`config.mk`:
```
export PLATFORM = sky130hd
export DESIGN_NAME = lighting_manchester_uart
export DESIGN_NICKNAME = d
export VERILOG_FILES = /design/src/logic/manchester_pkg.sv /design/src/logic/halfbit_ticker.sv /design/src/logic/lighting_manchester_uart.sv /design/src/logic/lighting_manchester_uart_top.sv
export VERILOG_INCLUDE_DIRS = /design/src /design/src/logic
export SDC_FILE = /design/constraint.sdc
export NUM_CORES = 1
export LEC_CHECK = 0
export ABC_AREA = 1
export BUFFER_PORTS_ARGS = -buffer_cell sky130_fd_sc_hd__buf_4
export CAP_MARGIN = 20
export CORE_MARGIN = 5
export CORE_UTILIZATION = 60
export CTS_BUF_LIST = sky130_fd_sc_hd__clkbuf_2
export CTS_CLUSTER_DIAMETER = 120
export CTS_CLUSTER_SIZE = 20
export DETAILED_ROUTE_END_ITERATION = 10
export PLACE_DENSITY_LB_ADDON = 0.08
export SLEW_MARGIN = 20
export SYNTH_ARGS = -nofsm -noshare
export SYNTH_HDL_FRONTEND = slang
export SYNTH_HIERARCHICAL = 1
export SYNTH_SLANG_ARGS = --single-unit
export TNS_END_PERCENT = 10
```
`constraint.sdc`:
```
create_clock -name CLK_IN -period 6.5 [get_ports CLK_IN]
set_clock_uncertainty 0.1 [all_clocks]
set_input_delay 1.95 -clock CLK_IN [delete_from_list [all_inputs] [get_ports CLK_IN]]
set_output_delay 1.95 -clock CLK_IN [all_outputs]
set_load 0.03 [all_outputs]
```
`src/logic/manchester_regs.svh`:
```
`ifndef MANCHESTER_REGS_SVH
`define MANCHESTER_REGS_SVH
// What this block does
// - Every bit has a mid-bit transition; boundary edge only between equal bits.
// - Half bit is 416.7 us, full bit 833.3 us; waits count half bits.
// - Baud divisor is set for 1200 baud in both roles.
// - Bytes go MSB first; forward frame is control byte plus one or two.
// - Receive rate from baud divisor, or from measured start-bit low period.
// - Start-bit measurement counter overflow sets the rate overflow flag.
// - Bits after start are data; stream ends on a missing mid-bit transition.
// - Frame ends with one, one and a half or two idle stop bits by stop select; a byte is stored at its eighth mid-bit transition.
// - An invalid stop bit stores a zero byte with framing error.
// - A missing mid-bit transition inside a byte stores it with framing error.
// - Mode 1000 is controller, 1001 is gear; both enables must be set.
// - Stop select 10 gives two stop bits; line idles through stop halves.
// - Controller idles the frame-wait count after stops; held bytes go after.
// - A backward frame restarts the controller wait timer after its stop bits.
// - Transmit flush empties shifter and buffer outside start and data bits; next byte waits its turn.
// - Controller marks frames starting after threshold idle as forward frames.
// - Gear stores only frames after idle above threshold; others dropped.
// - Gear forward frame end starts wait; reply held, shift empty low.
// - Gear reply written after wait expires waits for next forward frame.
`define MODE_CONTROLLER 4'h8
`define MODE_GEAR 4'h9
`define STOP_TWO 2'h2
`define CLK_PERIOD_NS 40
`define HALF_BIT_NS 416700
`define BIT_NS 833300
`define HALF_BIT_CYCLES ((`HALF_BIT_NS) / (`CLK_PERIOD_NS))
`define NULL_BYTE 8'h00
`define IDLE_SATURATED 8'hFF
`endif

```
`src/logic/manchester_pkg.sv`:
```
package manchester_pkg;
    typedef enum logic [1:0] {TX_IDLE, TX_START, TX_DATA, TX_STOP} tx_state_t;
    typedef enum logic [1:0] {RX_IDLE, RX_START, RX_DATA, RX_STOP} rx_state_t;
endpackage

```
`src/logic/halfbit_ticker.sv`:
```
module halfbit_ticker
(
    // Clock and reset
    input wire logic clk_in,
    input wire logic rst_n_in,
    // Control
    input wire logic restart_in,
    input wire logic [15:0] period_in,
    // Half-bit enable pulse
    output logic tick_out
);
    logic [15:0] count;

    // Pulse once every period_in plus one cycles
    always_ff @(posedge clk_in)
    begin
        if (!rst_n_in || restart_in)
        begin
            count <= 16'h0000;
            tick_out <= 1'b0;
        end
        else if (count >= period_in)
        begin
            count <= 16'h0000;
            tick_out <= 1'b1;
        end
        else
        begin
            count <= count + 16'h0001;
            tick_out <= 1'b0;
        end
    end
endmodule

```
`src/logic/lighting_manchester_uart.sv`:
```
`include "manchester_regs.svh"

module line_sync
(
    // Clock and reset
    input wire logic clk_in,
    input wire logic rst_n_in,
    // Pin and polarity
    input wire logic pin_in,
    input wire logic invert_in,
    // Normalised level, idle high, and edge
    output logic level_out,
    output logic edge_out
);
    logic sync1, sync2, prev;

    // Two-stage synchroniser, then one more stage for edges
    always_ff @(posedge clk_in)
    begin
        if (!rst_n_in)
        begin
            sync1 <= 1'b1;
            sync2 <= 1'b1;
            prev <= 1'b1;
        end
        else
        begin
            sync1 <= pin_in;
            sync2 <= sync1;
            prev <= sync2;
        end
    end

    // Polarity and edge from settled stages only
    assign level_out = sync2 ^ invert_in;
    assign edge_out = sync2 ^ prev;
endmodule

```
`src/logic/lighting_manchester_uart_top.sv`:
```
`include "manchester_regs.svh"

module lighting_manchester_uart
    import manchester_pkg::*;
#(
    parameter logic [15:0] HALFBIT_CYCLES = 16'(`HALF_BIT_CYCLES)
)
(
    // Clock and reset
    input wire logic CLK_IN,
    input wire logic RST_N_IN,
    // Configuration
    input wire logic [3:0] MODE_IN,
    input wire logic TRANSMITTER_ENABLE_IN,
    input wire logic RECEIVER_ENABLE_IN,
    input wire logic [1:0] STOP_BIT_SELECT_IN,
    input wire logic TRANSMIT_POLARITY_IN,
    input wire logic RECEIVE_POLARITY_IN,
    input wire logic RATE_DETECT_ENABLE_IN,
    input wire logic [15:0] BAUD_DIVISOR_IN,
    input wire logic [7:0] FRAME_WAIT_HALFBITS_IN,
    input wire logic [7:0] FORWARD_THRESHOLD_HALFBITS_IN,
    // Transmit side
    input wire logic [7:0] TRANSMIT_BUFFER_IN,
    input wire logic TRANSMIT_WRITE_IN,
    input wire logic TRANSMIT_EMPTY_FLUSH_IN,
    output logic TRANSMIT_READY_FLAG_OUT,
    output logic SHIFT_EMPTY_FLAG_OUT,
    // Receive side
    input wire logic RECEIVE_READ_IN,
    output logic [7:0] RECEIVE_BUFFER_OUT,
    output logic RECEIVE_READY_FLAG_OUT,
    output logic FRAMING_ERROR_FLAG_OUT,
    output logic FORWARD_FRAME_MARKER_OUT,
    output logic RATE_DETECT_OVERFLOW_OUT,
    // Bus pins
    input wire logic RX_PIN_IN,
    output logic TX_PIN_OUT
);
    tx_state_t tx_state;
    rx_state_t rx_state;
    logic ctrl, gear, enabled, tick, tx_go, tx_norm, half, tx_done;
    logic tsr_loaded, hold_full, wait_on, wait_go, rx_level, rx_edge;
    logic rx_fwd, rx_done, stop_bad, st_req, st_fe, take, tx_active;
    logic [7:0] tsr, hold, idle_hb, wait_cnt, rx_shift, st_data;
    logic [2:0] tx_bits, stop_left, rx_bits;
    logic [15:0] meas, period, baud_p, meas_max;
    logic [17:0] since, mid_min, end_at, stop_at;

    ////////////////////////////////////////////////////////////////////////
    // Role decode and timing
    assign ctrl = (MODE_IN == `MODE_CONTROLLER);
    assign gear = (MODE_IN == `MODE_GEAR);
    assign enabled = (ctrl || gear) && TRANSMITTER_ENABLE_IN
        && RECEIVER_ENABLE_IN;
    assign tx_active = (tx_state == TX_START) || (tx_state == TX_DATA);

    // Half-bit pulses from the baud divisor, realigned at frame start
    halfbit_ticker u_ticker
    (
        .clk_in(CLK_IN),
        .rst_n_in(RST_N_IN),
        .restart_in(tx_go),
        .period_in(BAUD_DIVISOR_IN),
        .tick_out(tick)
    );

    // Receive pin through synchroniser and polarity
    line_sync u_sync
    (
        .clk_in(CLK_IN),
        .rst_n_in(RST_N_IN),
        .pin_in(RX_PIN_IN),
        .invert_in(RECEIVE_POLARITY_IN),
        .level_out(rx_level),
        .edge_out(rx_edge)
    );

    // Receive thresholds in cycles, from one half-bit period
    assign baud_p = BAUD_DIVISOR_IN + 16'h0001;
    assign mid_min = {2'h0, period} + {3'h0, period[15:1]};
    assign end_at = {1'h0, period, 1'h0} + {3'h0, period[15:1]};
    assign stop_at = {period, 2'h0};
    assign meas_max = {HALFBIT_CYCLES[14:0], 1'b0};

    // Number of idle half bits after the last byte
    function automatic logic [2:0] stop_halfbits(input logic [1:0] sel);
        case (sel)
            2'h0: stop_halfbits = 3'h2;
            2'h1: stop_halfbits = 3'h3;
            default: stop_halfbits = 3'h4;
        endcase
    endfunction

    ////////////////////////////////////////////////////////////////////////
    // Transmitter
    assign wait_go = wait_on && (wait_cnt == 8'h00);
    assign tx_go = enabled && (tx_state == TX_IDLE) && tsr_loaded
        && !TRANSMIT_EMPTY_FLUSH_IN
        && (gear ? wait_go : (!wait_on && rx_state == RX_IDLE));
    assign TRANSMIT_READY_FLAG_OUT = !hold_full;
    assign SHIFT_EMPTY_FLAG_OUT = !tsr_loaded;

    // Buffer, shifter and frame sequencing
    always_ff @(posedge CLK_IN)
    begin
        if (!RST_N_IN)
        begin
            tx_state <= TX_IDLE;
            half <= 1'b0;
            tx_bits <= 3'h0;
            stop_left <= 3'h0;
            tsr <= 8'h00;
            tsr_loaded <= 1'b0;
            hold <= 8'h00;
            hold_full <= 1'b0;
            tx_done <= 1'b0;
        end
        else
        begin
            tx_done <= 1'b0;
            if (TRANSMIT_EMPTY_FLUSH_IN && !tx_active)
            begin
                hold_full <= 1'b0;
                tsr_loaded <= 1'b0;
            end
            else if (hold_full && !tsr_loaded)
            begin
                tsr <= hold;
                tsr_loaded <= 1'b1;
                hold_full <= 1'b0;
            end
            if (TRANSMIT_WRITE_IN && !hold_full)
            begin
                hold <= TRANSMIT_BUFFER_IN;
                hold_full <= 1'b1;
            end
            case (tx_state)
                TX_IDLE:
                    if (tx_go)
                    begin
                        tx_state <= TX_START;
                        half <= 1'b0;
                        tx_bits <= 3'h0;
                    end
                TX_START:
                    if (tick)
                    begin
                        half <= !half;
                        if (half)
                            tx_state <= TX_DATA;
                    end
                TX_DATA:
                    if (tick)
                    begin
                        half <= !half;
                        if (half)
                        begin
                            tx_bits <= tx_bits + 3'h1;
                            tsr <= {tsr[6:0], 1'b0};
                            if (tx_bits == 3'h7 && hold_full)
                            begin
                                tsr <= hold;
                                hold_full <= 1'b0;
                            end
                            else if (tx_bits == 3'h7)
                            begin
                                tsr_loaded <= 1'b0;
                                stop_left <= stop_halfbits(STOP_BIT_SELECT_IN);
                                tx_state <= TX_STOP;
                            end
                        end
                    end
                TX_STOP:
                    if (tick)
                    begin
                        stop_left <= stop_left - 3'h1;
                        if (stop_left == 3'h1)
                        begin
                            tx_state <= TX_IDLE;
                            tx_done <= 1'b1;
                        end
                    end
                default:
                    tx_state <= TX_IDLE;
            endcase
        end
    end

    // Line level: low then high is a one, idle high
    always_comb
    begin
        case (tx_state)
            TX_START: tx_norm = half;
            TX_DATA: tx_norm = half ? tsr[7] : !tsr[7];
            default: tx_norm = 1'b1;
        endcase
    end

    // Registered pin with transmit polarity
    always_ff @(posedge CLK_IN)
    begin
        if (!RST_N_IN)
            TX_PIN_OUT <= 1'b1;
        else
            TX_PIN_OUT <= tx_norm ^ TRANSMIT_POLARITY_IN;
    end

    ////////////////////////////////////////////////////////////////////////
    // Frame spacing: idle count and wait timer
    always_ff @(posedge CLK_IN)
    begin
        if (!RST_N_IN)
            idle_hb <= `IDLE_SATURATED;
        else if (rx_done || tx_done)
            idle_hb <= 8'h00;
        else if (tick && rx_state == RX_IDLE && tx_state == TX_IDLE
            && idle_hb != `IDLE_SATURATED)
            idle_hb <= idle_hb + 8'h01;
    end

    // Wait before the next transmission, in half bits
    always_ff @(posedge CLK_IN)
    begin
        if (!RST_N_IN || !enabled)
        begin
            wait_on <= 1'b0;
            wait_cnt <= 8'h00;
        end
        else if ((ctrl && (rx_state != RX_IDLE || rx_done || tx_done))
            || (gear && rx_done && rx_fwd))
        begin
            wait_on <= 1'b1;
            wait_cnt <= FRAME_WAIT_HALFBITS_IN;
        end
        else if (wait_go)
            wait_on <= 1'b0;
        else if (wait_on && tick)
            wait_cnt <= wait_cnt - 8'h01;
    end

    ////////////////////////////////////////////////////////////////////////
    // Receiver
    always_ff @(posedge CLK_IN)
    begin
        if (!RST_N_IN || !enabled)
        begin
            rx_state <= RX_IDLE;
            meas <= 16'h0000;
            period <= 16'h0000;
            since <= 18'h00000;
            rx_shift <= 8'h00;
            rx_bits <= 3'h0;
            stop_bad <= 1'b0;
            rx_fwd <= 1'b0;
            rx_done <= 1'b0;
            st_req <= 1'b0;
            st_data <= 8'h00;
            st_fe <= 1'b0;
            RATE_DETECT_OVERFLOW_OUT <= 1'b0;
        end
        else
        begin
            st_req <= 1'b0;
            rx_done <= 1'b0;
            case (rx_state)
                RX_IDLE:
                    if (rx_edge && !rx_level)
                    begin
                        rx_state <= RX_START;
                        meas <= 16'h0000;
                        rx_fwd <= gear
                            ? (idle_hb > FORWARD_THRESHOLD_HALFBITS_IN)
                            : (idle_hb >= FORWARD_THRESHOLD_HALFBITS_IN);
                    end
                RX_START:
                    if (rx_edge)
                    begin
                        period <= RATE_DETECT_ENABLE_IN ? meas : baud_p;
                        rx_shift <= 8'h00;
                        since <= 18'h00000;
                        rx_bits <= 3'h0;
                        rx_state <= RX_DATA;
                    end
                    else if (meas >= meas_max)
                    begin
                        rx_state <= RX_IDLE;
                        if (RATE_DETECT_ENABLE_IN)
                            RATE_DETECT_OVERFLOW_OUT <= 1'b1;
                    end
                    else
                        meas <= meas + 16'h0001;
                RX_DATA:
                begin
                    since <= since + 18'h00001;
                    if (rx_edge && since >= mid_min)
                    begin
                        since <= 18'h00000;
                        rx_shift <= {rx_shift[6:0], rx_level};
                        rx_bits <= rx_bits + 3'h1;
                        if (rx_bits == 3'h7)
                        begin
                            st_req <= 1'b1;
                            st_data <= {rx_shift[6:0], rx_level};
                            st_fe <= 1'b0;
                        end
                    end
                    else if (since >= end_at)
                    begin
                        rx_state <= RX_STOP;
                        stop_bad <= !rx_level;
                        if (rx_bits != 3'h0)
                        begin
                            st_req <= 1'b1;
                            st_data <= rx_shift;
                            st_fe <= 1'b1;
                        end
                    end
                end
                RX_STOP:
                begin
                    since <= since + 18'h00001;
                    if (rx_edge && STOP_BIT_SELECT_IN == `STOP_TWO)
                        stop_bad <= 1'b1;
                    if (since >= stop_at)
                    begin
                        rx_state <= RX_IDLE;
                        rx_done <= 1'b1;
                        if (stop_bad || (STOP_BIT_SELECT_IN == `STOP_TWO
                            && (rx_edge || !rx_level)))
                        begin
                            st_req <= 1'b1;
                            st_data <= `NULL_BYTE;
                            st_fe <= 1'b1;
                        end
                    end
                end
                default:
                    rx_state <= RX_IDLE;
            endcase
        end
    end

    // Receive holding register; a store beats a read in the same cycle
    assign take = st_req && (ctrl || rx_fwd);
    always_ff @(posedge CLK_IN)
    begin
        if (!RST_N_IN)
        begin
            RECEIVE_BUFFER_OUT <= 8'h00;
            FRAMING_ERROR_FLAG_OUT <= 1'b0;
            FORWARD_FRAME_MARKER_OUT <= 1'b0;
            RECEIVE_READY_FLAG_OUT <= 1'b0;
        end
        else if (take)
        begin
            RECEIVE_BUFFER_OUT <= st_data;
            FRAMING_ERROR_FLAG_OUT <= st_fe;
            FORWARD_FRAME_MARKER_OUT <= ctrl && rx_fwd;
            RECEIVE_READY_FLAG_OUT <= 1'b1;
        end
        else if (RECEIVE_READ_IN)
            RECEIVE_READY_FLAG_OUT <= 1'b0;
    end
endmodule

```
==> results of run 1 <==
-- worst reg2reg max path: stages, from the launching register on --
cell and delay (ns):
dfxtp_1 0.60, ha_1 0.35, a21oi_1 0.14, nand2_1 0.09
a21oi_1 0.24, o21ai_1 0.18, a21oi_1 0.25, o21ai_1 0.10
xor2_1 0.15, ha_1 0.29, nand2_1 0.08, nor2_2 0.12
nand2_1 0.07, o21ai_1 0.13, nand2_1 0.09, nand3_4 0.11
nand2_4 0.15, inv_6 0.16, nand2_4 0.06, nand2_4 0.16
inv_2 0.17, a21oi_2 0.15, nor2_1 0.05
-- through the flow --
stage                     total power (W)  instances
final                             0.00171       1984
after global routing              0.00180       1984
after CTS                         0.00173       1982
after detailed placement          0.00121       1950
after global placement            0.00121       1950
after floorplan                   0.00114       1653
-- cell type report --
cell class,count,area share [%]
Multi-Input combinational cell,1237,59.4
Sequential cell,154,24.8
Inverter,226,6.90
Timing Repair Buffer,73,4.41
Tap cell,260,2.62
Clock inverter,15,1.09
Clock buffer,17,0.685
Antenna cell,2,0.0403
-- cell families after synthesis --
logic type               share of synthesized area [%]
flip-flops                                        26.8
XOR/XNOR                                          5.09
adder cells (fa/ha/maj)                           13.9
AO/OA/AOI/OAI                                     16.2
buffers and inverters                             9.25
AND/OR/NAND/NOR                                   28.8
-- flip-flops by register name (all words and copies together), names as in the netlist, 16 cells and up, named ones only --
signal and cells:
meas 16, period 16, since 18, u_ticker/count 16
-- power breakdown --
| group | total, W | switching (W) | internal, W |
|---|---|---|---|
| registers | 0.000981 | 0.0000136 | 0.000968 |
| clock network | 0.000515 | 0.000400 | 0.000115 |
| logic | 0.000215 | 0.000132 | 0.0000826 |
-- path summary, 6_finish.rpt --
kind | start | to | slack, ns | depth (start not counted)
max | period[3] | rx_shift[3] | 2.44 | 22
max reg2reg | period[3] | rx_shift[3] | 2.44 | 22
min reg2reg | st_data[7] | RECEIVE_BUFFER_OUT[7] | 0.35 | 2
min | st_data[7] | RECEIVE_BUFFER_OUT[7] | 0.35 | 2
-- cell usage in the layout, fill, tap and decap left out, drive strengths merged, types with 5 or more instances in the layout --
cell / synthesis / final
nand4: 25 / 25
nand3: 90 / 90
o21bai: 7 / 7
nor4: 10 / 10
inv: 223 / 229
clkbuf: 19 / 17
o211ai: 11 / 11
o22ai: 5 / 5
xor2: 41 / 41
buf: 17 / 73
a21oi: 152 / 152
a221oi: 9 / 9
dfxtp: 154 / 154
clkinv: 3 / 9
or2: 5 / 5
nor3: 31 / 31
nand2: 362 / 362
ha: 125 / 125
nor2: 193 / 193
a31oi: 13 / 13
o21ai: 100 / 100
xnor2: 26 / 26
-- per-layer routing --
metal	part of all wire [%]	GRT usage [%]
met2	47	42.1
met4	2.3	7.94
met5	0	0
met1	46	33.0
met3	4.5	3.50
-- cell usage after synthesis, types with 4 or more instances --
library cell and number:
a21oi_2 11, ha_1 125, xor2_1 41, o22ai_1 5, nand3_1 83, nor3_1 27
o21ai_1 29, a21oi_1 141, nor2_4 6, a221oi_2 6, nand2_1 343, o211ai_1 10
o21ai_0 68, dfxtp_1 154, nand4_1 24, inv_1 207, nand2_2 11, inv_2 14
a31oi_1 13, buf_2 7, buf_6 7, or2_2 4, nand3_2 4, xnor2_1 26
o21a_1 4, nor4_1 10, clkbuf_1 18, nor2_2 31, nand2_4 8, nor2_1 155
o21bai_1 7
==> results.md, run 1 <==
- Global-route wire length before repair: around 46 mm
- Setup bufs post-CTS: 0
- Placeable Area: roughly 19000 um2
- Critical path, cell by cell: ha_1 -> a21oi_1 -> nand2_1 -> a21oi_1 -> o21ai_1 -> a21oi_1 -> o21ai_1 -> xor2_1 -> ha_1 -> nand2_1 -> nor2_2 -> nand2_1 -> o21ai_1 -> nand2_1 -> nand3_4 -> nand2_4 -> inv_6 -> nand2_4 -> nand2_4 -> inv_2 -> a21oi_2 -> nor2_1
- CTS Buffer Depth: 2
- Nets: roughly 1900
- Distinct cells, synth: 62
- CP max stage cell: dfxtp_1
- Worst EP arrival: 4.60 ns
- Design Area, Final: ~12000 um2
- Final WS setup: about 2.4 ns
- CTS buffer count: 17
- Global route overflow: 0
- Initial DRT Pass Iterations: 5
- Measured slew at the worst slew-check pin: roughly 0.8 ns
- CTS tree: built
- Area contributors post-synth: dfxtp_1 (27%), ha_1 (14%), nand2_1 (11%)
- H-tree lvl count: 4
- Count of hold buffers inserted by post-cts repair: 0
- Synth warn: 6
- Final setup violating endpoints: 0
- Worst path max stage delay: 0.60 ns
- Routed vias: between 10000 and 15000
- Cell taking the most area after synthesis: dfxtp_1
- Ys flop type: dfxtp_1
- Pwr/cell area: 138 nW/um2
- Initial DRC Count: approximately 710
- Sequential cell area: between 3000 and 4000 um2
- Die Ht: ~150 um
- CTS root buf: clkbuf_2
- Post-synth EDFFs: 0
- Max VDD drop: about 0.15 mV
- Critical path required time: a little over 7 ns
- Mapped Cells: roughly 1700
- Filler cells: 1793
- Largest net degree at the start of global routing: 50
- Mapped Nets: approximately 1800
- Via density: 5.43
- Synth Cell Area: ~12000 um2
- Port bufs: 71
- Slew headroom: 46.5%
- Initial Util: roughly 60%
- Die footprint: 22100 um2
- Period utilization: roughly 62%
- Routed WL: 27.3 mm
- Multi-input logic area: 7380 um2
- Fmax: between 200 and 250 MHz
- DIE WIDTH: 149 um
- Syn Area/Cell: approximately 7 um2
- Layout cells sized above 1: between 10 and 15%
- Critical Path Fanout Max: 12
- Setup crit end kind: flop
- Reg clk slew, reported paths: 0.27 ns
- Startpoint types: flop
- Leakage: between 5 and 6 nW
- CP bufs+invs: 2
- Final Critical Period: 4.06 ns
- Number of remaining DRC errors: 0
- Post-synth ARST share: 0%
- Gpl congestion: just over 0.9
- Outcome: finished, final reports clean
- Final TNS setup: 0 ns
- Top cell type's share of synthesized area: a little over a quarter
- Worst min-delay path class: reg2reg
- CP Class: reg2reg
- Unrepaired setup endpoints after global routing: no
- Area Growth Syn to Fin: 7.74%
- Final Core Density: between 60% and 70%
- DP Area: 12200 um2
- Tot GR Track Use: about a quarter
- Max-cap violations: 0
- Final hold violation count: 0
- Crit path max-delay family: compound AO/OA/AOI/OAI gates
- Routed WL per cell: approximately 14 um
- Row count: 50
- Post-synthesis sequential area ratio: between 20% and 30%
- FF+latch count, synth: between 150 and 200
- Worst-skew pair later-pin latency: ~0.75 ns
- Count of pins over their slew limit: 0
- Boundary pin count: a little over 70
- Number of global-route vias before repair: slightly above 10000
- Post-Place Worst Slack: 1.98 ns
- Post-DP HPWL: approximately 21 mm
- Final ANT Viol Nets: 0
- Worst Hold Slack: approximately 0.35 ns
- Sink Count: about 150
- Most frequent CP cell: nand2_1
- Initial antenna violation count: 1
- Post-CTS sizing: 0
(Power assumes the default switching activity.)
==> run 2, diff against run 1 <==
ABC_AREA = 0   (was 1)
CORE_UTILIZATION = 57   (was 60)
clock period = 3.3 ns   (was 6.5 ns; I/O delays follow)
==> run 2 against run 1 <==
  * The run now ends with negative setup slack left
  * Setup slack worse by 3.4 ns
  * Maximum frequency down 4.2%
  * Global-route usage down 1.6 points
  * Combinational power up 19%
  * Count of clock-buffer cells in the layout unchanged
  * Cell count down 17%
  * Sequential power up 94%
  * Utilization up 4.1 points
  * Non-clock buffer count up 108
  * Via count down 15%
  * Clock power up 110%
  * Hold slack worse by 0.047 ns
  * Largest power group unchanged
  * Highest routed layer unchanged
==> results.md, run 2 <==
- Post-synthesis sequential area ratio: 30.4% (+3.6 points)
- Reg with most FFs: since
- H-tree lvl count: 4 (unchanged)
- Port bufs: 71 (unchanged)
- Routed WL: 23.6 mm (-13%)
- Area contributors post-synth: dfxtp_1 (30%), ha_1 (15%), nand2_1 (4.8%)
- Most frequent cells after synthesis: dfxtp_1 (154), nand2_1 (131), ha_1 (125)
- Final TNS setup: -34.31 ns (-34.31 ns)
- Boundary pin count: 72 (unchanged)
- Initial DRT Pass Iterations: 4 (-1)
- Synth Cell Area: 10200 um2 (-12%)
- CP max stage cell: dfxtp_4
- Max-cap violations: 0 (unchanged)
- Die Ht: 143 um (-3.4%)
- Leakage: 5.17 nW (-8.5%)
- CTS buffer count: 17 (unchanged)
- Worst min-delay path class: in2reg
- Startpoint types: flop
- Max VDD drop: 0.286 mV (+92%)
- Max FFs per register: 18 (unchanged)
- Post-Place Worst Slack: -1.02 ns (-3.00 ns)
- Cell taking the most area after synthesis: dfxtp_1
- Initial antenna violation count: 1 (unchanged)
- Syn Area/Cell: 8.13 um2 (+17%)
- FF+latch count, synth: 154 (unchanged)
- Routed vias: 9161 (-15%)
- Post-DP HPWL: 18.4 mm (-13%)
- CTS root buf: clkbuf_2
- Reg clk slew, reported paths: 0.29 ns (+0.02 ns)
- Period utilization: 128% (+66 points)
- Global route hottest layer: met2
- Most frequent cells in the layout: buf_4 (174), dfxtp_1 (150), nand2_1 (131)
- Final WS setup: -0.931 ns (-3.38 ns)
- Initial DRC Count: 462 (-35%)
- CTS Buffer Depth: 2 (unchanged)
- Largest net degree at the start of global routing: 33 (-34%)
- Global route overflow: 0 (unchanged)
- Count of pins over their slew limit: 0 (unchanged)
- Gpl congestion: 0.893 (-2.9%)
- Row count: 48 (-4.0%)
- Global-route wire length before repair: 39.9 mm (-13%)
- Post-synth ARST share: 0% (unchanged)
- Unrepaired setup endpoints after global routing: yes
- Worst Hold Slack: 0.300 ns (-0.0467 ns)
- Filler cells: 1521 (-15%)
- Worst path max stage delay: 0.43 ns (-0.17 ns)
- Fmax: 236 MHz (-4.2%)
- Critical Path Fanout Max: 7 (-5)
- Critical path required time: 3.86 ns (-3.18 ns)
- Synth warn: 6 (unchanged)
- Setup crit end kind: flop
- Top cell type's share of synthesized area: 30.4% (+3.6 points)
- Die footprint: 20600 um2 (-6.7%)
- Count of hold buffers inserted by post-cts repair: 0 (unchanged)
- Layout cells sized above 1: 20.2% (+7.4 points)
- Distinct cells, synth: 70 (+13%)
- Worst EP arrival: 4.79 ns (+0.19 ns)
- Outcome: finished with violations
- Number of remaining DRC errors: 0 (unchanged)
- Critical path, cell by cell: ha_4 -> a211o_1 -> a211oi_2 -> o311ai_2 -> a31oi_2 -> nor2b_1 -> o21a_1 -> o41ai_4 -> xnor2_1 -> ha_1 -> a21o_1 -> a211o_1 -> nor2_2 -> a31oi_4 -> buf_6 -> a21o_4 -> o211ai_1 -> o21a_1
- Worst-skew pair later-pin latency: 0.76 ns (about the same)
- Mapped Cells: 1249 (-24%)
- Post-synth EDFFs: 0 (unchanged)
- DIE WIDTH: 143 um (-3.4%)
- Sink Count: 154 (unchanged)
- Met2 Track Usage GR: 38.8% (-3.3 points)
- Final setup violating endpoints: 41 (+41)
- Nets: 1599 (-16%)
- Pwr/cell area: 267 nW/um2 (+93%)
- Via density: 5.54 (+2.0%)
- CTS tree: built
- Final ANT Viol Nets: 0 (unchanged)
- Initial Util: 58.3% (-2.9 points)
- Number of global-route vias before repair: 8713 (-13%)
- Routed WL per cell: 14.3 um (+3.8%)
- Design Area, Final: 12200 um2 (-1.8%)
- Ys flop type: dfxtp_1
- Crit path max-delay family: compound AO/OA/AOI/OAI gates
- Most common cell after layout, fill and taps aside: buf_4
- Slew headroom: 54.5% (+8.1 points)
- Placeable Area: 17400 um2 (-7.5%)
- Final Critical Period: 4.23 ns (+0.176 ns)
- Measured slew at the worst slew-check pin: 0.681 ns (-0.122 ns)
- Final hold violation count: 0 (unchanged)
- DP Area: 11700 um2 (-3.8%)
- CP Class: reg2reg
- Met1 Use GR: 31.6% (-1.4 points)
- M3 GR Usage: 3.76% (+0.26 points)
- Most frequent cell after synthesis: dfxtp_1
- Area Growth Syn to Fin: 20.0%
- Mapped Nets: 1433 (-22%)
- CP bufs+invs: 1 (-1)
- Failing checks: negative setup slack
- Tot Pwr: 0.00325 W (+90%)
- Tot GR Track Use: 23.3% (-1.6 points)
## run 2: cells by family after synthesis
logic type | Yosys count | share of synthesized area (%)
fa+ha+maj | 127 | 15.8
simple gates | 448 | 21.5
buf+inv | 119 | 4.47
flops | 154 | 30.4
xor+xnor | 90 | 7.76
compound gates | 286 | 17.7
mux | 25 | 2.46
## run 2: through the flow
stage / instances / utilization [%]
final: 1654 / 70.0
after global routing: 1654 / 70.0
after CTS: 1649 / 69.2
after detailed placement: 1616 / 67.3
after global placement: 1616 / 67.3
after floorplan: 1249 / -
## run 2: final cells by class
cell class	instances	area [um2]	area share (%)
Multi-Input combinational cell	976	6850	56.2
Sequential cell	154	3090	25.4
Timing Repair Buffer	181	1390	11.4
Inverter	85	319	2.62
Tap cell	225	282	2.31
Clock inverter	15	171	1.41
Clock buffer	17	85.1	0.698
Antenna cell	1	2.50	0.0205
## run 2: final timing paths
path	slack, ns	cells after the start	start	to
hold reg to reg	0.36	1	stop_left[2]	tx_done
setup / recovery	-0.93	18	period[1]	since[14]
setup reg to reg	-0.93	18	period[1]	since[14]
hold / removal	0.30	2	RX_PIN_IN	u_sync/sync1
## run 2: power by group
| part | switching, W | internal (W) | total, W |
|---|---|---|---|
| sequential | 0.0000126 | 0.00188 | 0.00190 |
| clock | 0.000839 | 0.000258 | 0.00110 |
| combinational | 0.000136 | 0.000119 | 0.000255 |
| total | 0.000988 | 0.00226 | 0.00325 |
## run 2: routing by layer
| layer | part of all wire [%] | wire length [um] |
|---|---|---|
| met5 | 0 | 0 |
| met4 | 1.6 | 387 |
| met3 | 3.0 | 699 |
| met2 | 47 | 11000 |
| met1 | 49 | 11500 |
## run 2: repair_timing
item	CTS	global route
resized for setup	24	24
pin swaps	25	7
setup buffers	1	3
gates cloned	0	1
endpoints found under the setup margin	41	41
==> run 3, diff against run 2 <==
ABC_AREA = 1   (was 0)
CORE_UTILIZATION = 58   (was 57)
==> run 3 against run 2 <==
  * The run still ends with negative setup slack left
  * Sequential cell count is the same
  * Maximum frequency grew 22%
  * Cell count grew 25%
  * First-iteration DRC count grew 62%
  * Utilization shrank 0.62 points
  * Critical path depth grew 4
  * Register-to-register slack gained 0.76 ns
  * Sequential share of layout area shrank 2.5 points
  * Combinational power grew 69%
  * Wire length grew 23%
  * Count of clock-buffer cells in the layout is the same
==> results.md, run 3 (synthesized netlist as in run 1, its figures left out) <==
- Global route overflow: 0 (unchanged)
- Worst r2r dst: st_data[7]
- CTS Buffer Depth: 2 (unchanged)
- Number of remaining DRC errors: 0 (unchanged)
- CP Class: reg2reg
- Port bufs: 71 (unchanged)
- Failing checks: negative setup slack
- Sink Count: 154 (unchanged)
- Reg clk slew, reported paths: 0.27 ns (-0.02 ns)
- Measured slew at the worst slew-check pin: 0.818 ns (+0.138 ns)
- CTS tree: built
- Worst path max stage delay: 0.46 ns (+0.03 ns)
- Routed WL: 28.9 mm (+23%)
- Initial DRT Pass Iterations: 5 (+1)
- Area Growth Syn to Fin: 17.5%
- R2R cell count: 22 (+4)
- Worst Hold End: u_sync/sync1
- Boundary pin count: 72 (unchanged)
- Worst Hold Launch: RX_PIN_IN
- Max-cap violations: 0 (unchanged)
- Critical Path Fanout Max: 8 (+1)
- Count of pins over their slew limit: 0 (unchanged)
- Worst min-delay path class: in2reg
- Clock share of power: 33.1% (-0.7 points)
- Via density: 5.38 (-2.9%)
- Global-route wire length before repair: 47.1 mm (+18%)
- Flop pwr share: 54.6% (-3.8 points)
- Tot GR Track Use: 25.1% (+1.8 points)
- Worst EP arrival: 4.06 ns (-0.73 ns)
- DIE WIDTH: 151 um (+5.2%)
- Slew headroom: 45.4% (-9.1 points)
- Final Critical Period: 3.47 ns (-0.761 ns)
- CP max stage cell: dfxtp_4
- Worst Hold Slack: 0.281 ns (-0.0193 ns)
- Switching share of total power: 30.5% (+0.064 points)
- Most common cell after layout, fill and taps aside: nand2_1
- Switching power: 0.00108 W (+9.0%)
- M3 GR Usage: 3.77% (+0.0098 points)
- Startpoint types: flop
- Initial DRC Count: 747 (+62%)
- Worst reg2reg startpoint: period[3]
- Initial Util: 59.0% (+0.70 points)
- Period utilization: 105% (-23 points)
- Initial antenna violation count: 1 (unchanged)
- Unrepaired setup endpoints after global routing: yes
- Max FFs per register: 18 (unchanged)
- Final hold violation count: 0 (unchanged)
- Final ANT Viol Nets: 0 (unchanged)
- Routed WL per cell: 14.0 um (-1.6%)
- Setup crit end kind: flop
- Worst-skew pair later-pin latency: 0.75 ns (about the same)
- Pwr/cell area: 261 nW/um2 (-2.1%)
- Number of global-route vias before repair: 10276 (+18%)
- Nets: 1967 (+23%)
- Fmax: 288 MHz (+22%)
- Final setup violating endpoints: 37 (-9.8%)
- Met1 Use GR: 33.1% (+1.5 points)
- Row count: 51 (+6.3%)
- Routed vias: 11087 (+21%)
- Reg with most FFs: since
- Largest net degree at the start of global routing: 45 (+36%)
- H-tree lvl count: 4 (unchanged)
- Outcome: finished with violations
- Critical path required time: 3.89 ns (+0.03 ns)
- Gpl congestion: 0.941 (+5.5%)
- Hold Path Stages: 3 (+1)
- P_int: 0.00246 W (+8.6%)
- Critical path, cell by cell: ha_2 -> nand2_1 -> nor2_1 -> nand2_2 -> o211ai_2 -> nand3_2 -> nand2_2 -> a21boi_2 -> buf_4 -> xor2_1 -> ha_1 -> nand2_1 -> nand2_1 -> nand2_1 -> a21oi_2 -> nor2_1 -> nand4_1 -> nand3_1 -> nand3_2 -> nand2_4 -> nor2_1 -> nor2_1
- CTS root buf: clkbuf_2
- Die footprint: 22800 um2 (+11%)
- CTS buffer count: 17 (unchanged)
- Leakage: 6.14 nW (+19%)
- Combinational Power Share: 12.2% (+4.3 points)
- Layout cells sized above 1: 21.7% (+1.4 points)
- Met2 Track Usage GR: 43.0% (+4.3 points)
- Most frequent cells in the layout: nand2_1 (323), inv_1 (204), nor2_1 (149)
- R2R Setup Slk: -0.17 ns (+0.76 ns)
- Final WS setup: -0.170 ns (+0.761 ns)
- Die Ht: 151 um (+5.2%)
- Final Core Density: 69.4% (-0.62 points)
- Post-DP HPWL: 21.9 mm (+19%)
- Placeable Area: 19500 um2 (+12%)
- Max VDD drop: 0.306 mV (+7.1%)
- Global route hottest layer: met2
run 3: cell types whose count changed in the layout (fill, tap and decap cells not counted), sizes merged, moves of 25 or more:
cell   change
mux2i     -25
o21ai     +28
a21oi     +54
nand2    +231
inv      +140
nor2      +78
buf       -34
nand3     +34
run 3: how the worst max path moves through the flow:
| stage | from | endpoint | slack (ns) | cells past startpoint |
|---|---|---|---|---|
| finish | period[3] | st_data[7] | -0.17 | 22 |
| global route | period[0] | stop_bad | -0.40 | 20 |
| global placement | period[0] | since[11] | -0.1 | 22 |
| detailed placement | period[3] | rx_shift[0] | -0.23 | 22 |
| CTS | period[2] | st_data[7] | -0.10 | 26 |
| floorplan | period[3] | rx_shift[1] | 0.004 | 23 |
run 3: layout make-up:
type	count	area (um2)
Antenna cell	1	2.50
Clock buffer	17	85.1
Clock inverter	15	174
Fill cell	1744	5980
Inverter	226	866
Multi-Input combinational cell	1237	7840
Sequential cell	154	3100
Tap cell	265	332
Timing Repair Buffer	147	1140
run 3: power by group through the flow:
stage	combinational [W]	clock [W]	sequential, W
2_1_floorplan	0.000280	0	0.00197
3_3_place_gp	0.000415	0	0.00197
3_5_place_dp	0.000428	0	0.00197
4_1_cts	0.000430	0.00121	0.00193
5_1_grt	0.000492	0.00129	0.00194
6_report	0.000431	0.00117	0.00193
run 3: critical path: cells and delay by family (launching register included):
| kind | cells | cell delay, ns |
|---|---|---|
| adder cells (fa/ha/maj) | 2 | 0.73 |
| AO/OA/AOI/OAI | 3 | 0.22 |
| AND/OR/NAND/NOR | 15 | 1.64 |
| buffers and inverters | 1 | 0.13 |
| flip-flops | 1 | 0.46 |
| XOR/XNOR | 1 | 0.15 |
run 3: timing repair:
action,CTS,global route
endpoints found under the setup margin,42,42
hold endpoints to repair,0,0
setup buffers,8,7
hold buffers,0,0
pin swaps,18,56
resized for setup,55,69
run 3: metrics by stage:
step	area, um2	TNS (ns)	total power, W	std cells	worst slack (ns)
2_1_floorplan	11500	0	0.00225	1653	0.00436
3_3_place_gp	12600	-2.20	0.00238	2014	-0.0987
3_5_place_dp	12600	-7.04	0.00239	2014	-0.230
4_1_cts	13200	-1.17	0.00357	2054	-0.103
5_1_grt	13500	-10.70	0.00372	2062	-0.403
6_report	13500	-2.84	0.00353	2062	-0.170
run 3: per-layer routing:
metal	vias to the layer above	share of wire, %	wire length [um]
met3	50	4.2	1200
li1	5726	-	-
met4	0	2.1	617
met1	5054	46	13200
met5	-	0	0
met2	257	48	13900
